File: config.mk
export PLATFORM = sky130hd
export DESIGN_NAME = gitm_global_irq_timer
export DESIGN_NICKNAME = d
export VERILOG_FILES = /design/src/gitm_global_irq_timer.v
export VERILOG_INCLUDE_DIRS = /design/src
export SDC_FILE = /design/constraint.sdc
export NUM_CORES = 1
export LEC_CHECK = 0
export BUFFER_PORTS_ARGS = -buffer_cell sky130_fd_sc_hd__buf_2
export CAP_MARGIN = 20
export CORE_ASPECT_RATIO = 0.75
export CORE_MARGIN = 3
export CORE_UTILIZATION = 51
export DETAILED_ROUTE_END_ITERATION = 6
export PLACE_DENSITY = 0.81
export SKIP_CTS_REPAIR_TIMING = 1
export SLEW_MARGIN = 20
export SYNTH_ARGS = -nofsm -noshare
export SYNTH_HDL_FRONTEND = slang
export SYNTH_SLANG_ARGS = --single-unit
File: constraint.sdc
create_clock -name clk -period 2.9 [get_ports clk]
set_input_delay 0 -clock clk [delete_from_list [all_inputs] [get_ports clk]]
set_output_delay 0 -clock clk [all_outputs]
set_load 0.1 [all_outputs]
File: src/gitm_map.vh
`ifndef GITM_MAP_VH
`define GITM_MAP_VH
// Register byte offsets
`define GITM_A_FLAGS    8'h80
`define GITM_A_CODE_LO  8'h81
`define GITM_A_CODE_MID 8'h82
`define GITM_A_CODE_HI  8'h83
`define GITM_A_TCMD     8'h84
`define GITM_A_GAP      8'h85
`define GITM_A_TLOW     8'h86
`define GITM_A_THIGH    8'h87
`define GITM_A_PINLVL   8'h90
`define GITM_A_CTRL     8'h9C
// Channel count
`define GITM_NCHAN      8
// Own control register bits
`define GITM_CTRL_SLAVE 0
`define GITM_CTRL_WAKE  1
// Channel source codes
`define GITM_C_NONE     3'h0
`define GITM_C_RXLINE   3'h1
`define GITM_C_RXTO     3'h2
`define GITM_C_TX       3'h3
`define GITM_C_MODEM    3'h4
`define GITM_C_PIN      3'h6
`define GITM_C_TIMER    3'h7
// Timer commands
`define GITM_K_IEN      4'h1
`define GITM_K_IDIS     4'h2
`define GITM_K_ONESHOT  4'h3
`define GITM_K_RETRIG   4'h4
`define GITM_K_INTCLK   4'h5
`define GITM_K_EXTCLK   4'h6
`define GITM_K_ROUTE    4'h7
`define GITM_K_UNROUTE  4'h8
`define GITM_K_START    4'h9
`define GITM_K_STOP     4'hA
`define GITM_K_RESET    4'hB
`define GITM_STAT_PEND  8'h01
`define GITM_ZERO8      8'h00
`define GITM_ZERO16     16'h0000
`define GITM_ONE16      16'h0001
`endif

File: src/gitm_global_irq_timer.v
`timescale 1ns/1ns
`include "gitm_map.vh"
// Notes on behaviour
// [RULE_01] Status word reads zero after reset
// [RULE_02] Wake after all-sleep raises wake-up interrupt
// [RULE_03] Flag byte: one bit per channel
// [RULE_04] Flag drops when channel source clears
// [RULE_05] Three-bit code per channel, bits 31:8
// [RULE_06] Global sources only in channel 0 code
// [RULE_07] Code reports highest pending source
// [RULE_08] Channel 0 UART sources beat global sources
// [RULE_09] Receive buffer read clears rx and timeout
// [RULE_10] Line status read clears line error
// [RULE_11] Status register read clears tx, flow
// [RULE_12] Modem status read clears modem interrupt
// [RULE_13] Timer command read clears timer interrupt
// [RULE_14] Pin level read clears pin interrupt
// [RULE_15] Timer clock internal or external pin
// [RULE_16] One-shot and re-triggerable modes
// [RULE_17] Enabled timer timeout raises channel 0 interrupt
// [RULE_18] Period is high:low bytes
// [RULE_19] Period reads return programmed value
// [RULE_20] Period resets zero; reset command keeps it
// [RULE_21] Timer output routable to pin 0
// [RULE_22] Command nibble self-clears; read shows 0x01
// [RULE_23] Reset restores timer defaults
// [RULE_24] Command code table
// [RULE_25] Host programs timer only while stopped
// [RULE_26] Clear-on-read only on completed register read
module gitm_global_irq_timer (
  input  wire       clk,          // System clock
  input  wire       nrst,         // Async reset, active low
  input  wire [7:0] addr,         // Register byte address
  input  wire [7:0] wdata,        // Write data
  input  wire       wr,           // Write strobe
  input  wire       rd,           // Read strobe
  output reg  [7:0] rdata,        // Read data, cycle after rd
  input  wire [7:0] ch_rx_ready,  // Receive data ready per channel
  input  wire [7:0] ch_line_err,  // Line error pending per channel
  input  wire [7:0] ch_rx_tmo,    // Receive timeout per channel
  input  wire [7:0] ch_tx_ready,  // Transmit ready per channel
  input  wire [7:0] ch_modem,     // Modem/flow/special event per chan
  input  wire       all_asleep,   // All eight channels asleep
  input  wire       pin_irq,      // Multipurpose pin interrupt
  input  wire [7:0] pin_level,    // Multipurpose pin levels
  output wire       pin_lvl_read, // Pin level register read pulse
  input  wire       clk_125_tick, // Internal clock tick, master
  input  wire       clk_62_tick,  // Internal clock tick, slave
  input  wire       external_timer_clock_in, // External timer clock
  output reg        timer_out,    // Timer output level
  output wire       pin0_route,   // Timer drives multipurpose pin 0
  output wire       irq           // Any pending interrupt
);
  reg  [7:0]  period_low;
  reg  [7:0]  period_high;
  reg  [7:0]  ctrl;
  reg         ien;
  reg         oneshot;
  reg         extclk;
  reg         routed;
  reg         running;
  reg         timed_out;
  reg         tmr_pend;
  reg         wake_pend;
  reg         asleep_d;
  reg         ext_d;
  reg  [15:0] count;
  wire [15:0] period;
  wire [7:0]  chan_flags;
  wire [23:0] codes;
  reg  [2:0]  code0;
  wire        tick;
  wire        cmd_wr;
  wire [3:0]  cmd;
  wire        rd_flags;
  wire        rd_tcmd;
  wire        reset_cmd;
  wire        tmo;
  wire [15:0] half;
  wire [15:0] next_count;
  reg         next_ien;
  reg         next_oneshot;
  reg         next_extclk;
  reg         next_routed;
  reg         next_running;
  reg         next_timed_out;
  reg  [15:0] next_cnt;
  reg         next_timer_out;
  reg  [7:0]  next_rdata;
  wire [7:0]  stat_byte;
  wire [31:0] status_word;
  wire        stopped;

  assign period = {period_high, period_low}; // see [RULE_18]
  assign half   = {1'b0, period[15:1]};

  // Only completed reads of the exact byte carry side effects
  assign rd_flags     = rd && (addr == `GITM_A_FLAGS);  // see [RULE_26]
  assign rd_tcmd      = rd && (addr == `GITM_A_TCMD);   // see [RULE_26]
  assign pin_lvl_read = rd && (addr == `GITM_A_PINLVL); // see [RULE_14]
  assign cmd_wr    = wr && (addr == `GITM_A_TCMD);
  assign cmd       = wdata[3:0];                         // see [RULE_22]
  assign reset_cmd = cmd_wr && (cmd == `GITM_K_RESET);
  assign stopped   = !running;

  // Status reads 0x01 only while enabled and pending
  assign stat_byte = (tmr_pend && ien) ? `GITM_STAT_PEND :
                     `GITM_ZERO8;                        // see [RULE_22]

  // Clock source select; external clock sampled for rising edges
  assign tick = extclk ? (external_timer_clock_in & ~ext_d) :
                ctrl[`GITM_CTRL_SLAVE] ? clk_62_tick :
                clk_125_tick;                            // see [RULE_15]

  // Timeout when the count plus one reaches the period
  assign tmo = running && tick && !timed_out &&
               (count + `GITM_ONE16 >= period);
  assign next_count = tmo ? `GITM_ZERO16 : count + `GITM_ONE16;

  genvar g;
  generate
    for (g = 0; g < `GITM_NCHAN; g = g + 1) begin : chan
      wire any = ch_rx_ready[g] | ch_line_err[g] | ch_rx_tmo[g] |
                 ch_tx_ready[g] | ch_modem[g];
      reg  [2:0] c;
      always @* begin
        if (ch_rx_ready[g] | ch_line_err[g])
          c = `GITM_C_RXLINE;                            // see [RULE_07]
        else if (ch_rx_tmo[g])
          c = `GITM_C_RXTO;
        else if (ch_tx_ready[g])
          c = `GITM_C_TX;
        else if (ch_modem[g])
          c = `GITM_C_MODEM;
        else
          c = `GITM_C_NONE;
      end
      // Sources clear in the channels themselves; flags follow
      assign chan_flags[g] = any;                  // see [RULE_03] [RULE_04]
      if (g == 0) begin : c0
        always @* begin
          if (any)
            code0 = c;                                   // see [RULE_08]
          else if (tmr_pend && ien)
            code0 = `GITM_C_TIMER;                       // see [RULE_06]
          else if (pin_irq)
            code0 = `GITM_C_PIN;
          else
            code0 = `GITM_C_NONE;
        end
        assign codes[2:0] = code0;                       // see [RULE_05]
      end else begin : cn
        assign codes[3*g+2:3*g] = c;                     // see [RULE_06]
      end
    end
  endgenerate

  // Interrupt clears by reading in the channels, see [RULE_09]
  // [RULE_10] [RULE_11] [RULE_12]: flags drop when inputs drop.
  assign irq = (|chan_flags) | wake_pend | (tmr_pend & ien) | pin_irq;
  assign pin0_route = routed;                            // see [RULE_21]
  assign status_word = {codes, chan_flags};              // see [RULE_05]

  // Wake-up detect; the set wins over the clearing read
  always @(posedge clk or negedge nrst) begin
    if (!nrst) begin
      asleep_d  <= 1'b0;
      wake_pend <= 1'b0;                                 // see [RULE_01]
    end else begin
      asleep_d <= all_asleep;
      if (asleep_d && !all_asleep)
        wake_pend <= 1'b1;                               // see [RULE_02]
      else if (rd_flags)
        wake_pend <= 1'b0;
    end
  end

  // External clock sample for rising edge detect
  always @(posedge clk or negedge nrst) begin
    if (!nrst)
      ext_d <= 1'b0;
    else
      ext_d <= external_timer_clock_in;
  end

  // Own control register: internal clock configuration select
  always @(posedge clk or negedge nrst) begin
    if (!nrst)
      ctrl <= `GITM_ZERO8;
    else if (wr && addr == `GITM_A_CTRL)
      ctrl <= wdata;
  end

  // Period writes blocked while running
  always @(posedge clk or negedge nrst) begin
    if (!nrst) begin
      period_low  <= `GITM_ZERO8;                        // see [RULE_20]
      period_high <= `GITM_ZERO8;
    end else begin
      if (wr && stopped && addr == `GITM_A_TLOW)
        period_low <= wdata;                             // see [RULE_25]
      if (wr && stopped && addr == `GITM_A_THIGH)
        period_high <= wdata;
    end
  end

  // Mode commands only take effect while the timer is stopped; the reset command clears the modes at any time
  always @* begin
    next_ien     = ien;
    next_oneshot = oneshot;
    next_extclk  = extclk;
    next_routed  = routed;
    if (cmd_wr) begin
      case (cmd)                                         // see [RULE_24]
        `GITM_K_IEN:     if (stopped) next_ien = 1'b1;
        `GITM_K_IDIS:    if (stopped) next_ien = 1'b0;
        `GITM_K_ONESHOT: if (stopped) next_oneshot = 1'b1;
        `GITM_K_RETRIG:  if (stopped) next_oneshot = 1'b0;
        `GITM_K_INTCLK:  if (stopped) next_extclk = 1'b0;
        `GITM_K_EXTCLK:  if (stopped) next_extclk = 1'b1;
        `GITM_K_ROUTE:   if (stopped) next_routed = 1'b1;
        `GITM_K_UNROUTE: if (stopped) next_routed = 1'b0;
        `GITM_K_RESET: begin
          next_ien     = 1'b0;                           // see [RULE_23]
          next_oneshot = 1'b0;
          next_extclk  = 1'b0;
          next_routed  = 1'b0;
        end
        default: ;
      endcase
    end
  end

  always @(posedge clk or negedge nrst) begin
    if (!nrst) begin
      ien     <= 1'b0;                                   // see [RULE_23]
      oneshot <= 1'b0;
      extclk  <= 1'b0;
      routed  <= 1'b0;
    end else begin
      ien     <= next_ien;
      oneshot <= next_oneshot;
      extclk  <= next_extclk;
      routed  <= next_routed;
    end
  end

  // Counter and output next state
  always @* begin
    next_running   = running;
    next_timed_out = timed_out;
    next_cnt       = count;
    next_timer_out = timer_out;
    if (running && tick && !timed_out) begin
      next_cnt = next_count;                             // see [RULE_16]
      if (tmo && oneshot) begin
        next_timed_out = 1'b1;
        next_timer_out = 1'b0;
      end else if (tmo) begin
        next_timer_out = 1'b1;
      end else if (!oneshot && (count + `GITM_ONE16 >= half)) begin
        next_timer_out = 1'b0;
      end
    end
    if (cmd_wr) begin
      case (cmd)
        `GITM_K_START: begin
          // Period of zero keeps the timer disabled
          if (period != `GITM_ZERO16 &&
              (stopped || (oneshot && !timed_out))) begin
            next_running   = 1'b1;
            next_cnt       = `GITM_ZERO16;
            next_timer_out = 1'b1;
          end
        end
        `GITM_K_STOP: begin
          next_running   = 1'b0;
          next_timed_out = 1'b0;
          next_timer_out = 1'b1;
        end
        `GITM_K_RESET: begin
          next_running   = 1'b0;                         // see [RULE_23]
          next_timed_out = 1'b0;
          next_timer_out = 1'b1;
          next_cnt       = `GITM_ZERO16;
        end
        default: ;
      endcase
    end
  end

  // Output idles high whenever the timer is stopped
  always @(posedge clk or negedge nrst) begin
    if (!nrst) begin
      running   <= 1'b0;
      timed_out <= 1'b0;
      count     <= `GITM_ZERO16;
      timer_out <= 1'b1;
    end else begin
      running   <= next_running;
      timed_out <= next_timed_out;
      count     <= next_cnt;
      timer_out <= next_timer_out;
    end
  end

  // Reset command clears; otherwise a timeout wins over the read
  always @(posedge clk or negedge nrst) begin
    if (!nrst)
      tmr_pend <= 1'b0;
    else if (reset_cmd)
      tmr_pend <= 1'b0;                                  // see [RULE_23]
    else if (tmo && ien)
      tmr_pend <= 1'b1;                                  // see [RULE_17]
    else if (rd_tcmd)
      tmr_pend <= 1'b0;                                  // see [RULE_13]
  end

  // Read data mux; the registered byte stands until the next read
  always @* begin
    next_rdata = rdata;
    if (rd) begin
      case (addr)
        `GITM_A_FLAGS:    next_rdata = status_word[7:0];
        `GITM_A_CODE_LO:  next_rdata = status_word[15:8];
        `GITM_A_CODE_MID: next_rdata = status_word[23:16];
        `GITM_A_CODE_HI:  next_rdata = status_word[31:24];
        `GITM_A_TCMD:     next_rdata = stat_byte;
        `GITM_A_TLOW:     next_rdata = period_low;       // see [RULE_19]
        `GITM_A_THIGH:    next_rdata = period_high;
        `GITM_A_CTRL:     next_rdata = ctrl;
        default:          next_rdata = `GITM_ZERO8;
      endcase
    end
  end

  always @(posedge clk or negedge nrst) begin
    if (!nrst)
      rdata <= `GITM_ZERO8;
    else
      rdata <= next_rdata;
  end
endmodule

==> impl_metrics.env <==
export IMPL_finish_utilization_pct=69.4
export IMPL_yosysSeqAreaShare_pct=33.8
export IMPL_cts_tree="done"
export IMPL_drive_above_1_share_pct=31.2
export IMPL_worstHoldPathCells=2
export IMPL_holdPathEnd="period_low[3]"
export IMPL_total_leakage_power_nw=2.64
export IMPL_ant_nets=0
export IMPL_syn2layout_area_growth_pct=28.8
export IMPL_synthTopCellsByArea="dfrtp_1 (33%), ha_1 (9.2%), mux2_2 (5.9%)"
export IMPL_fin_ws_ps=-173
export IMPL_muxShareOfSynthArea_pct=6.38
export IMPL_tightest_slew_ps=924
export IMPL_max_stage_delay_ps=450
export IMPL_synth_top_area_share_pct=33.2
export IMPL_routed_wl_mm=14.0
export IMPL_hold_viol=0
export IMPL_path_buf_inv=2
export IMPL_crit_chain="nand2_2 -> nor2_2 -> nand2_1 -> nor3_2 -> xor2_1 -> ha_1 -> a211oi_2 -> o21ai_1 -> a221oi_2 -> buf_4 -> o21a_4 -> o22ai_4 -> buf_12 -> nor2_1"
export IMPL_htree_levels=3
export IMPL_maxCapViolCount=0
export IMPL_rrSetupSlack_ps=-170
export IMPL_cp_start_kind="register"
export IMPL_synth_edf_count=0
export IMPL_skew_ps=7.05
export IMPL_syn_area_sq_um=4380
export IMPL_synth_compound_area_share_pct=18.8
export IMPL_numPortBuffers=76
export IMPL_finalCritPeriodShare_pct=106
export IMPL_rows=28
export IMPL_rr_worst_depth=14
export IMPL_gp_congestion=0.882
export IMPL_hp_class="input port to register"
export IMPL_core_area_sq_um=8130
export IMPL_hpwl_mm=10.2
export IMPL_nNetsFinal=718
export IMPL_die_area_sq_um=9740
export IMPL_grt_max_degree=35
export IMPL_via_count=4537
export IMPL_synthXorXnorAreaFrac_pct=5.80
export IMPL_path_delay_family="compound AO/OA/AOI/OAI gates"
export IMPL_hold_ws_ps=13.9
export IMPL_clkTransAtPathRegs_ps=50
export IMPL_path_max_fanout=16
export IMPL_rsz0062_at_grt="yes"
export IMPL_numCtsBuffers=9
export IMPL_drt_pass1_iterations=6
export IMPL_die_h_um=86.2
export IMPL_outcome="finished with violations"
export IMPL_chipWidth_um=113
export IMPL_drt_iter0_drc=489
export IMPL_vias_per_cell=6.28
export IMPL_relSlewSlack_pct=38.3
export IMPL_violations="negative setup slack"
export IMPL_ir_drop_v=0.000325
export IMPL_tns_ps=-2300
export IMPL_arrival_ps=3330
export IMPL_yosys_warnings=0
export IMPL_io_pins=85
export IMPL_clock_latency_ps=340
export IMPL_endpoint_kind="register"
export IMPL_synthAdderAreaFrac_pct=9.15
export IMPL_synth_avg_cell_area_sq_um=8.73
export IMPL_rr_startpoint="count[3]"
export IMPL_insertedDiodeCount=0
export IMPL_track_usage_pct=28.0
export IMPL_wire_per_inst_um=19.4
export IMPL_synth_area_leader_cell="dfrtp_1"
export IMPL_antenna_found_initial=0
export IMPL_ys_types=69
export IMPL_synth_top_family_by_area="simple AND/OR/NAND/NOR gates"
export IMPL_preCtsSetupSlack_ps=-270
export IMPL_grt_pass1_vias=4452
export IMPL_yosys_area_share_simple_pct=21.5
export IMPL_required_ps=3150
export IMPL_timing_rr_end="count[6]"
export IMPL_final_max_slew_violation_count=0
export IMPL_hold_start="wdata[3]"
export IMPL_power_density_nw_per_um2=401
export IMPL_drc=0
export IMPL_start_util_pct=53.8
export IMPL_grt_remaining_overflow=0
export IMPL_grt_pass1_wl_mm=21.4
export IMPL_criticalPathCategory="register to register"
export IMPL_max_freq_mhz=325
export IMPL_cts_root_buf="clkbuf_16"
export IMPL_cp_slowest_cell="dfrtp_1"
export IMPL_netlist_instances=501
export IMPL_syn_nets=606
export IMPL_synth_ff_type="dfrtp_1"
export IMPL_synth_seq_cells=59
export IMPL_period_needed_ps=3070
export IMPL_synthArstFlopShare_pct=100
export IMPL_setup_viol=19
export IMPL_clk_path_buf_depth=2
export IMPL_clock_sinks=59
-- kinds of logic after synthesis --
family / after synthesis
xor gates and xnor gates: 29
AOI/OAI and AO/OA: 120
buffers and inverters: 48
adders and majority gates: 32
muxes: 25
DFF: 59
and+or+nand+nor: 188
-- cell type report --
class                   count  area (sq um)
multi-input cells         394          2900
well taps                 105           131
fillers                   602          2490
repair buffers            120           741
flip-flops and latches     59          1480
clock buffers              13           240
clock inverters             3          40.0
inverters                  29           109
-- layout by cell type, fill, tap and decap left out, types with 15 or more instances in the layout --
cell type,n
a21oi_1,22
buf_2,76
buf_4,36
dfrtp_1,56
ha_1,29
inv_1,29
mux2_2,23
nand2_1,48
nor2_1,51
o21ai_0,25
xor2_1,15
-- synth_stat cells, types with 9 or more instances --
library cell,number
dfrtp_1,58
ha_1,32
nand2_1,49
inv_1,29
mux2_2,23
a31oi_1,9
nand2b_1,10
xnor2_1,12
clkbuf_1,11
nor4_1,10
nor3_1,9
xor2_1,17
nor2_1,53
nand4_1,11
a21oi_1,22
o21ai_0,29
nand3_1,13
-- power by group --
group / leakage [nW] / switching (mW) / internal [mW]
combinational: 1.71 / 0.212 / 0.155
clock: 0.138 / 0.360 / 0.662
sequential: 0.791 / 0.0252 / 0.847
total: 2.64 / 0.597 / 1.66
-- registers in the layout (all words and copies together), names as in the netlist --
name and cells:
oneshot 1, ext_d 1, extclk 1, period_low 8
timed_out 1, ien 1, ctrl 8, pin0_route 1
running 1, count 16, tmr_pend 1, timer_out 1
asleep_d 1, wake_pend 1, period_high 8, rdata 8
-- metal layers --
metal	vias to the layer above	share of wire, %	track usage, %
li1	2045	-	-
met1	2165	42	37.8
met2	277	44	43.2
met3	50	10	8.16
met4	0	3.2	9.72
met5	-	0	0
-- how the worst max path moves through the flow --
stage               startpoint   endpoint  depth (start not counted)
finish                count[3]   count[6]                         14
global route          count[3]   count[6]                         14
CTS                   count[1]  timer_out                         13
detailed placement    count[1]  timer_out                         13
global placement      count[1]  timer_out                         13
floorplan             count[6]  timer_out                         14
-- stage by stage --
step                std cells  power [mW]  area, sq um
finish                    723        2.26         5640
global route              723        2.35         5640
CTS                       713        2.22         5380
detailed placement        697        1.20         5100
global placement          697        1.19         5100
floorplan                 501        1.06         4410
Note: power is estimated with default switching activity, not from simulation.
